--- src/rofd_defs.vh ---
`ifndef ROFD_DEFS_VH
`define ROFD_DEFS_VH
// register offsets (byte addresses)
`define ROFD_REG_CTRL 8'h00
`define ROFD_REG_FSEL 8'h04
`define ROFD_REG_FPOS 8'h08
`define ROFD_REG_DSEL 8'h0c
`define ROFD_REG_STAT 8'h10
`define ROFD_REG_OUT 8'h14
// control register fields
`define ROFD_CTRL_DIS_EN 0
`define ROFD_CTRL_FORCE_GO 1
`define ROFD_CTRL_FORCE_PERM 2
`define ROFD_CTRL_FORCE_GRP 3
`define ROFD_CTRL_DIS_GO 4
`define ROFD_CTRL_DIS_PERM 5
`define ROFD_CTRL_FORCE_STOP 6
`define ROFD_CTRL_DIS_STOP 7
`define ROFD_CTRL_GSEL_LSB 8
// reset values
`define ROFD_CTRL_RST 32'h00000000
// timeout in milliseconds and cycles at 10 MHz
`define ROFD_TIMEOUT_MS 1000
`define ROFD_CLK_KHZ 10000
`define ROFD_TIMEOUT_CYC (`ROFD_TIMEOUT_MS * `ROFD_CLK_KHZ)
`endif

--- src/rofd_relay_override.v ---
// Notes on behaviour
// - timed force holds forced position only until its timeout expires
// - permanent force holds until explicitly withdrawn
// - single or group force; group force overrides single force
// - disarmed contact ignores all force commands
// - force applies only if not disarmed and command applied
// - disarm inhibits switching of contacts in the selected group except NODIS_MASK, latched or hold-timer contacts
// - zone interlock and supervision contacts never disarm
// - disarm permanent or timed; timed ends on timeout expiry
// - latched contact cannot be disarmed until latch cleared
// - contact with running hold timer cannot be disarmed
// - disarm only while disarm control enable is active
// - disarm only once the direct command applied
`timescale 1ns/1ps
`include "rofd_defs.vh"
`default_nettype none
module rofd_relay_override #(
   parameter NGRP = 2,
   parameter GW = 4,
   parameter [31:0] TIMEOUT_CYC = `ROFD_TIMEOUT_CYC,
   parameter [NGRP*GW-1:0] NODIS_MASK = 8'h00
)(
   // clock, reset, enable
   input wire i_clk,
   input wire i_rst,
   input wire i_ce,
   // wishbone slave
   input wire i_wb_cyc,
   input wire i_wb_stb,
   input wire i_wb_we,
   input wire [7:0] i_wb_adr,
   input wire [3:0] i_wb_sel,
   input wire [31:0] i_wb_dat,
   output reg [31:0] o_wb_dat,
   output reg o_wb_ack,
   // protection logic side
   input wire [NGRP*GW-1:0] i_logic_out,
   input wire [NGRP*GW-1:0] i_latched,
   input wire [NGRP*GW-1:0] i_hold_run,
   // relay contacts
   output reg [NGRP*GW-1:0] o_contact
);
   localparam N = NGRP*GW;

   // ******************************************************************
   // registers
   // ******************************************************************
   reg [31:0] ctrl;
   reg [N-1:0] fsel;
   reg [N-1:0] fpos;
   reg [NGRP-1:0] dsel;
   reg [N-1:0] sgl_act;
   reg [N-1:0] sgl_pos;
   reg [31:0] sgl_tmr;
   reg sgl_perm;
   reg [NGRP-1:0] grp_act;
   reg [N-1:0] grp_pos;
   reg [31:0] grp_tmr;
   reg grp_perm;
   reg [NGRP-1:0] dis_req;
   reg [31:0] dis_tmr;
   reg dis_perm;
   reg [N-1:0] disarmed;
   reg [N-1:0] next_contact;
   reg [N-1:0] next_disarmed;
   reg [NGRP-1:0] gsel;
   integer i;

   wire wr = i_wb_cyc & i_wb_stb & i_wb_we & ~o_wb_ack & i_wb_sel[0];
   wire rd_any = i_wb_cyc & i_wb_stb & ~o_wb_ack;
   wire wr_ctrl = wr & (i_wb_adr == `ROFD_REG_CTRL);
   wire f_go = wr_ctrl & i_wb_dat[`ROFD_CTRL_FORCE_GO];
   wire f_grp = i_wb_dat[`ROFD_CTRL_FORCE_GRP];
   wire f_perm = i_wb_dat[`ROFD_CTRL_FORCE_PERM];
   wire f_stop = wr_ctrl & i_wb_dat[`ROFD_CTRL_FORCE_STOP];
   wire d_go = wr_ctrl & i_wb_dat[`ROFD_CTRL_DIS_GO];
   wire d_stop = wr_ctrl & i_wb_dat[`ROFD_CTRL_DIS_STOP];
   wire sgl_exp = ~sgl_perm & (sgl_tmr == 32'h00000001);
   wire grp_exp = ~grp_perm & (grp_tmr == 32'h00000001);
   wire dis_exp = ~dis_perm & (dis_tmr == 32'h00000001);

   always @*
   begin
      gsel = i_wb_dat[`ROFD_CTRL_GSEL_LSB +: NGRP];
   end

   // ******************************************************************
   // bus slave and override state
   // ******************************************************************
   always @(posedge i_clk)
   begin
      if (i_rst)
      begin
         o_wb_ack <= 1'b0;
         o_wb_dat <= 32'h00000000;
         ctrl <= `ROFD_CTRL_RST;
         fsel <= {N{1'b0}};
         fpos <= {N{1'b0}};
         dsel <= {NGRP{1'b0}};
         sgl_act <= {N{1'b0}};
         sgl_pos <= {N{1'b0}};
         sgl_tmr <= 32'h00000000;
         sgl_perm <= 1'b0;
         grp_act <= {NGRP{1'b0}};
         grp_pos <= {N{1'b0}};
         grp_tmr <= 32'h00000000;
         grp_perm <= 1'b0;
         dis_req <= {NGRP{1'b0}};
         dis_tmr <= 32'h00000000;
         dis_perm <= 1'b0;
      end
      else if (i_ce)
      begin
         o_wb_ack <= rd_any;
         o_wb_dat <= 32'h00000000;
         if (rd_any & ~i_wb_we)
         begin
            case (i_wb_adr)
               `ROFD_REG_CTRL: o_wb_dat <= ctrl;
               `ROFD_REG_FSEL: o_wb_dat[N-1:0] <= fsel;
               `ROFD_REG_FPOS: o_wb_dat[N-1:0] <= fpos;
               `ROFD_REG_DSEL: o_wb_dat[NGRP-1:0] <= dsel;
               `ROFD_REG_STAT: o_wb_dat[N-1:0] <= disarmed;
               `ROFD_REG_OUT: o_wb_dat[N-1:0] <= o_contact;
               default: o_wb_dat <= 32'h00000000;
            endcase
         end
         if (wr_ctrl)
            ctrl <= {24'h000000, i_wb_dat[7:0] & 8'h21} |
                    {{(24-NGRP){1'b0}}, gsel, 8'h00};
         if (wr & (i_wb_adr == `ROFD_REG_FSEL))
            fsel <= i_wb_dat[N-1:0];
         if (wr & (i_wb_adr == `ROFD_REG_FPOS))
            fpos <= i_wb_dat[N-1:0];
         if (wr & (i_wb_adr == `ROFD_REG_DSEL))
            dsel <= i_wb_dat[NGRP-1:0];
         // single force
         if (sgl_tmr != 32'h00000000)
            sgl_tmr <= sgl_tmr - 32'h00000001;
         if (f_go & ~f_grp)
         begin
            sgl_act <= fsel;
            sgl_pos <= fpos;
            sgl_perm <= f_perm;
            sgl_tmr <= TIMEOUT_CYC;
         end
         else if ((f_stop & ~f_grp) | sgl_exp)
            sgl_act <= {N{1'b0}};
         // group force
         if (grp_tmr != 32'h00000000)
            grp_tmr <= grp_tmr - 32'h00000001;
         if (f_go & f_grp)
         begin
            grp_act <= gsel;
            grp_pos <= fpos;
            grp_perm <= f_perm;
            grp_tmr <= TIMEOUT_CYC;
         end
         else if ((f_stop & f_grp) | grp_exp)
            grp_act <= {NGRP{1'b0}};
         // disarm request
         if (dis_tmr != 32'h00000000)
            dis_tmr <= dis_tmr - 32'h00000001;
         if (d_go)
         begin
            dis_req <= dsel;
            dis_perm <= i_wb_dat[`ROFD_CTRL_DIS_PERM];
            dis_tmr <= TIMEOUT_CYC;
         end
         else if (d_stop | dis_exp)
            dis_req <= {NGRP{1'b0}};
      end
   end

   // ******************************************************************
   // output selection
   // ******************************************************************
   always @*
   begin
      next_contact = i_logic_out;
      next_disarmed = disarmed;
      for (i = 0; i < N; i = i + 1)
      begin
         if (dis_req[i/GW] & ctrl[`ROFD_CTRL_DIS_EN]
             & ~NODIS_MASK[i])
         begin
            if (~i_latched[i] & ~i_hold_run[i])
               next_disarmed[i] = 1'b1;
         end
         else
            next_disarmed[i] = 1'b0;
         if (next_disarmed[i])
            next_contact[i] = o_contact[i];
         else if (grp_act[i/GW])
            next_contact[i] = grp_pos[i];
         else if (sgl_act[i])
            next_contact[i] = sgl_pos[i];
      end
   end

   always @(posedge i_clk)
   begin
      if (i_rst)
      begin
         o_contact <= {N{1'b0}};
         disarmed <= {N{1'b0}};
      end
      else if (i_ce)
      begin
         o_contact <= next_contact;
         disarmed <= next_disarmed;
      end
   end
endmodule
`default_nettype wire

--- config.mk ---
export PLATFORM = sky130hd
export DESIGN_NAME = rofd_relay_override
export DESIGN_NICKNAME = d
export VERILOG_FILES = /design/src/rofd_relay_override.v
export VERILOG_INCLUDE_DIRS = /design/src
export SDC_FILE = /design/constraint.sdc
export NUM_CORES = 1
export LEC_CHECK = 0
export ABC_AREA = 1
export BUFFER_PORTS_ARGS = -buffer_cell sky130_fd_sc_hd__buf_2
export CORE_ASPECT_RATIO = 0.5
export CORE_UTILIZATION = 39
export CTS_CLUSTER_DIAMETER = 30
export DETAILED_ROUTE_END_ITERATION = 7
export PLACE_DENSITY = 0.62
export SLEW_MARGIN = 20
export SYNTH_ARGS = -nofsm -noshare
export SYNTH_HDL_FRONTEND = slang
export SYNTH_SLANG_ARGS = --single-unit
--- constraint.sdc ---
create_clock -name i_clk -period 1.83 [get_ports i_clk]
set_clock_uncertainty 0.2 [all_clocks]
set_input_delay 0.0915 -clock i_clk [delete_from_list [all_inputs] [get_ports i_clk]]
set_output_delay 0.0915 -clock i_clk [all_outputs]
set_load 0.05 [all_outputs]
==> run_results.csv, run 1 <==
group,metric,value,unit
critical_path,crit_required,1990,ps
pwr,p_leak,6.85,nW
critical_path,critPathArrivalTime,2110,ps
critical_path,cp_num_buf_inv,4,
run_status,outcome,"finished, violations left",
grt,grt_pass1_vias,9984,
critical_path,start_kind,"flop",
clock_tree,cts-root-buf,"clkbuf_16",
routing,drt_iter0_drc,751,
grt,grt_max_degree,93,
timing,fin_setup_tns,-5460,ps
placement,port_buffers,67,
cells_and_area,syn2layout_area_growth,48.1,%
cells_and_area,drive_gt1_frac,0.319,
grt,grt_util_all_layers,0.241,
clock_tree,cts.path.max_buffers,2,
timing,rsz0062_at_grt,"yes",
pwr,p_per_area,2240,nW/µm²
timing,hold_viol,21,
timing,max_freq,512,MHz
routing,m1WireLength,16.2,mm
routing,wl_met2,15.4,mm
floorplanning,die_area,26700,µm²
pwr,total_power,33.7,mW
cells_and_area,fin_nets,2035,
clock_tree,clk_latency,460,ps
routing,drcViolationCount,0,
critical_path,crit_chain,"inv_4 -> nand3_4 -> nor2_4 -> buf_12 -> nand3_4 -> buf_12 -> nor2_8 -> nand2_8 -> nand2_8 -> clkbuf_16 -> nand3_2 -> nand2_1 -> nor2_1",
timing,min_period,1950,ps
timing,relSlewSlack,0.542,
synth,synth-main-ff-cell,"dfxtp_1",
flow_run,cap_violations,0,
min_path,hp-class,"input port to flop",
synth,async_reset_ff_frac,0,
cells_and_area,num_antenna_cells,0,
critical_path,crit_type,"flop to flop",
synth,netlist_top_cells_area,"dfxtp_1 (35%), nand2_1 (15%), nor2_1 (13%), a21oi_1 (6.4%), nand3_1 (5.1%)",
timing,fin_crit_sh,1.07,
clock_tree,cts_made_buffers,17,
critical_path,worst_setup_path_end_kind,"flop",
clock_tree,clock-sinks,176,
run_status,failed_checks,"negative hold slack, negative setup slack",
clock_tree,cts_tree,"built",
clock_tree,cts_htree_levels,4,
critical_path,path_max_fanout,8,
synth,synth_top_area_frac,0.347,
cells_and_area,num-fill-cells,2310,
routing,wl,33.9,mm
pwr,ir_drop,0.00122,V
floorplanning,num_io_pins,115,
synth,ys_warn_count,0,
synth,syn_area_per_cell,6.31,µm²
timing,worst_slew_pin_slew,686,ps
synth,yosysTopAreaCell,"dfxtp_1",
timing,setup_violations,83,
routing,drt-wirelength-per-cell,14.6,µm
timing,drv_slew,0,
grt,antenna_found_initial,0,
timing,setup_ws,-123,ps
placement,dp_hpwl,22.4,mm
routing,postRouteAntennaNets,0,
synth,synth-seq-cells,176,
clock_tree,clkTransAtPathRegs,70,ps
placement,globalplace.congestion,0.890,
floorplanning,initial_core_util,0.400,
placement,dp_slack,-101,ps
timing,hold_ws,-69.4,ps
routing,via_per_inst,4.96,
floorplanning,num_rows,41,
synth,synth_seq_area_share,0.347,
synth,yosysUniqueCellTypes,39,
critical_path,cp_top_family,"simple AND/OR/NAND/NOR gates",
grt,overflow,0,
cells_and_area,final_common_cell,"nand2_1",
critical_path,cp_slowest_cell,"dfxtp_4",
grt,grt_pass1_wl,51.0,mm
floorplanning,die_h,116,µm
floorplanning,fp.dieW,230,µm
critical_path,critPathMaxStageDelay,350,ps
routing,first_pass_iters,5,
cells_and_area,final_cell_mix,"nand2_1 (345), nor2_1 (280), buf_4 (229)",
routing,vias,11457,
synth,synth_area,10100,µm²
routing,highest_layer,"met4",
routing,wl_met3,1.67,mm
floorplanning,core_area,25400,µm²
synth,synth_edf_count,0,
synth,netlist_instances,1609,
-- area by class of cell --
| cell class | instances | area (µm²) | area share |
|---|---|---|---|
| clock buffers | 20 | 457 | 0.0304 |
| clock inverters | 12 | 133 | 0.00883 |
| inverters | 127 | 493 | 0.0328 |
| multi-input cells | 1251 | 6670 | 0.444 |
| flip-flops and latches | 176 | 3540 | 0.236 |
| well taps | 344 | 430 | 0.0286 |
| repair buffers | 381 | 3300 | 0.219 |
| repair inverters | 1 | 7.51 | 0.000500 |
-- routing by layer --
metal | vias up | global-route usage
li1 | 5831 | -
met1 | 5292 | 0.335
met2 | 285 | 0.386
met3 | 49 | 0.0443
met4 | 0 | 0.0596
met5 | - | 0
-- repair_timing --
action / 4_1_cts / 5_1_grt
gates resized for setup: 75 / 245
hold endpoints to repair: 78 / 21
setup buffers: 10 / 12
hold buffers: 43 / 1
pin swaps: 18 / 73
cloned: 4 / 14
setup endpoints to repair: 93 / 148
-- state kept, by name, indices dropped and copies added (netlist names), 4 cells and up --
register / flops
sgl_tmr: 32
dis_tmr: 32
disarmed: 8
o_contact: 8
o_wb_dat: 10
fpos: 8
sgl_act: 8
ctrl: 4
grp_pos: 8
fsel: 8
sgl_pos: 8
grp_tmr: 32
-- final timing paths --
path	slack (ps)	startpoint	end	cells past startpoint
worst max register to register	-120	o_wb_ack	grp_tmr[28]	13
worst min-delay path	-70	i_rst	grp_tmr[17]	3
worst min register to register	260	sgl_pos[6]	sgl_pos[6]	2
worst max-delay path	-120	o_wb_ack	grp_tmr[28]	13
-- synthesized netlist by cell type (4+ instances only) --
| cell type | instances |
|---|---|
| a211oi_1 | 12 |
| a21oi_1 | 129 |
| buf_2 | 7 |
| buf_4 | 35 |
| buf_6 | 4 |
| clkbuf_1 | 26 |
| dfxtp_1 | 176 |
| ha_1 | 6 |
| inv_1 | 125 |
| nand2_1 | 400 |
| nand2_2 | 7 |
| nand3_1 | 104 |
| nand3_2 | 4 |
| nand3b_1 | 6 |
| nand4_1 | 29 |
| nor2_1 | 343 |
| nor2_2 | 8 |
| nor2_4 | 4 |
| nor3_1 | 16 |
| o21ai_0 | 87 |
| o21ai_1 | 12 |
| xnor2_1 | 20 |
| xor2_1 | 21 |
-- worst reg2reg max path: stages (launching register included) --
cell and delay, ps:
dfxtp_4 350, inv_4 60, nand3_4 60, nor2_4 120, buf_12 120, nand3_4 100
buf_12 150, nor2_8 120, nand2_8 100, nand2_8 120, clkbuf_16 180, nand3_2 60
nand2_1 70, nor2_1 50
-- per-stage QoR --
step / instances / utilization / area, µm²
3_3_place_gp: 2199 / 0.490 / 12500
4_1_cts: 2287 / 0.545 / 13800
2_1_floorplan: 1630 / - / 10300
3_5_place_dp: 2199 / 0.490 / 12500
6_report: 2312 / 0.592 / 15000
5_1_grt: 2312 / 0.592 / 15000
-- kinds of logic (layout without fill, tap and decap cells) --
group,Yosys count,after routing,synth area share
AOI/OAI and AO/OA,251,251,0.130
buffers and inverters,203,541,0.0930
DFF,176,176,0.347
other,1,22,0.000370
muxes,2,2,0.00197
adders and majority gates,6,6,0.00740
and+or+nand+nor,929,929,0.385
xor gates and xnor gates,41,41,0.0354
-- power breakdown --
group / internal [mW] / switching [mW] / total (mW)
clock network: 2.09 / 1.69 / 3.77
logic: 10.9 / 13.5 / 24.3
registers: 4.77 / 0.794 / 5.56
total: 17.7 / 15.9 / 33.7
Power figures use the tool's default switching activity.
==> run 2, diff against run 1 <==
--- a/config.mk
+++ b/config.mk
@@ -8,7 +8,7 @@
 export LEC_CHECK = 0
 export ABC_AREA = 1
 export BUFFER_PORTS_ARGS = -buffer_cell sky130_fd_sc_hd__buf_2
-export CORE_ASPECT_RATIO = 0.5
+export CORE_ASPECT_RATIO = 1.2
 export CORE_UTILIZATION = 39
 export CTS_CLUSTER_DIAMETER = 30
 export DETAILED_ROUTE_END_ITERATION = 7
==> run 2 against run 1 <==
  * The flow finishes with violations (negative setup slack)
  * Critical endpoint is now dis_tmr[30]
  * Critical path type unchanged
  * Global-route usage decreased by 0.38 points
  * Combinational power decreased by 3%
  * Routed wire length decreased by 0.41%
  * Die area decreased by 0.14%
  * Total power decreased by 2.2%
  * Clock power increased by 4%
  * Final cell count decreased by 2.0%
  * Setup slack improved by 71 ps
  * Highest routed layer unchanged
==> run_results.csv, run 2 (synthesized netlist as in run 1, its figures left out) <==
group,metric,value,unit
run_status,outcome,"finished, violations left",
run_status,failed_checks,"negative setup slack",
pwr,ir_drop,0.00149,V
pwr,p_per_area,2270,nW/µm²
pwr,total_power,33.0,mW
critical_path,rrSetupSlack,-50,ps
grt,grt_pass1_vias,10634,
pwr,comb_power_share,0.713,
cells_and_area,final_common_cell,"nand2_1",
timing,rsz0062_at_grt,"yes",
timing,fin_setup_tns,-1400,ps
floorplanning,core_area,25500,µm²
routing,vias,11573,
cells_and_area,syn2layout_area_growth,42.8,%
timing,setup_violations,68,
timing,max_freq,531,MHz
placement,dp_hpwl,22.5,mm
pwr,switchingPower,15.6,mW
grt,grt_max_degree,82,
pwr,p_leak,6.62,nW
pwr,seq_power_share,0.168,
min_path,whs_path_depth,4,
timing,hold_ws,2.81,ps
min_path,min_from,"i_hold_run[7]",
clock_tree,cts_tree,"built",
timing,fin_crit_sh,1.03,
critical_path,start_kind,"flop",
routing,drt-wirelength-per-cell,14.9,µm
placement,port_buffers,67,
critical_path,rr_worst_depth,11,
clock_tree,cts_made_buffers,17,
placement,dpl.cell_count,2166,
routing,drt_iter0_drc,755,
pwr,intPower,17.3,mW
timing,drv_slew,0,
routing,first_pass_iters,6,
routing,wl,33.7,mm
cells_and_area,fin_util,0.567,
floorplanning,initial_core_util,0.397,
grt,overflow,0,
clock_tree,cts_htree_levels,4,
flow_run,cap_violations,0,
critical_path,crit_required,2010,ps
min_path,holdPathEnd,"o_contact[7]",
cells_and_area,fin_nets,2003,
grt,antenna_found_initial,1,
timing,min_period,1880,ps
timing,hold_viol,0,
critical_path,r2r-end,"dis_tmr[30]",
placement,placedInstanceArea,12300,µm²
grt,grt_pass1_wl,50.2,mm
cells_and_area,drive_gt1_frac,0.304,
floorplanning,die_h,179,µm
clock_tree,clk_latency,450,ps
cells_and_area,final_cell_mix,"nand2_1 (354), nor2_1 (257), buf_4 (217)",
min_path,hp-class,"input port to flop",
critical_path,path_max_fanout,5,
timing,setup_ws,-51.6,ps
critical_path,crit_type,"flop to flop",
clock_tree,clock-sinks,176,
floorplanning,num_io_pins,115,
floorplanning,num_rows,64,
cells_and_area,final_area,14500,µm²
pwr,clock_power_share,0.119,
cells_and_area,stdcell_count,2266,
routing,drcViolationCount,0,
floorplanning,die_area,26700,µm²
cells_and_area,reg.largest.list,"dis_tmr (32), grp_tmr (32), sgl_tmr (32)",
clock_tree,cts-root-buf,"clkbuf_16",
routing,postRouteAntennaNets,0,
critical_path,worst_setup_path_end_kind,"flop",
critical_path,r2r-start,"dis_tmr[17]",
grt,grt_util_all_layers,0.237,
routing,via_per_inst,5.11,
placement,dp_slack,-80.9,ps
placement,globalplace.congestion,0.934,
clock_tree,cts.path.max_buffers,2,
clock_tree,clkTransAtPathRegs,70,ps
floorplanning,fp.dieW,149,µm
pwr,power.share.switching,0.475,
critical_path,critPathArrivalTime,2060,ps
==> run 2: timing repair <==
| action | in CTS | in global routing |
|---|---|---|
| pin swaps | 7 | 57 |
| endpoints found under the setup margin | 85 | 136 |
| gates resized for setup | 26 | 255 |
| gates cloned | 0 | 14 |
| setup buffers | 1 | 16 |
| hold buffers | 38 | 0 |
| hold endpoints to repair | 99 | 0 |
==> run 2: critical path, cell delays in order (launching register included) <==
cell	delay [ps]
dfxtp_1	370
nor2_2	140
nand2_1	100
nor2_2	120
nand2_1	120
nor2_2	150
nand2_4	70
nand2_4	130
buf_6	150
buf_4	100
nand2_1	40
a21oi_1	130
==> run 2: metal layers <==
metal  vias up  global-route usage  wire length (µm)
li1       5760                   -                 -
met1      5367               0.280             14300
met2       357               0.428             16800
met3        89              0.0359              1460
met4         0              0.0897              1110
met5         -                   0                 0
==> run 2: power groups by stage <==
stage	Clock [mW]	Combinational [mW]	Sequential [mW]
4_1_cts	3.96	19.7	5.36
3_3_place_gp	0	19.0	5.40
2_1_floorplan	0	11.7	5.60
6_report	3.92	23.5	5.55
5_1_grt	4.13	25.7	5.67
3_5_place_dp	0	19.3	5.41
==> run 2: worst max path at each step <==
stage	start	endpoint	depth (start not counted)
final	dis_tmr[17]	dis_tmr[30]	11
after CTS	o_wb_ack	sgl_tmr[27]	11
after floorplan	o_wb_ack	grp_tmr[13]	11
after global placement	grp_tmr[1]	grp_tmr[26]	11
after detailed placement	i_wb_adr[1]	dis_tmr[21]	13
after global routing	dis_tmr[20]	dis_tmr[30]	11
==> run 2: layout make-up <==
class | instances | area (µm²)
diodes | 1 | 2.50
clock buffers | 19 | 443
clock inverters | 12 | 171
fillers | 2345 | 11100
inverters | 127 | 482
multi-input cells | 1251 | 6520
flip-flops and latches | 176 | 3540
well taps | 330 | 413
repair buffers | 350 | 2920
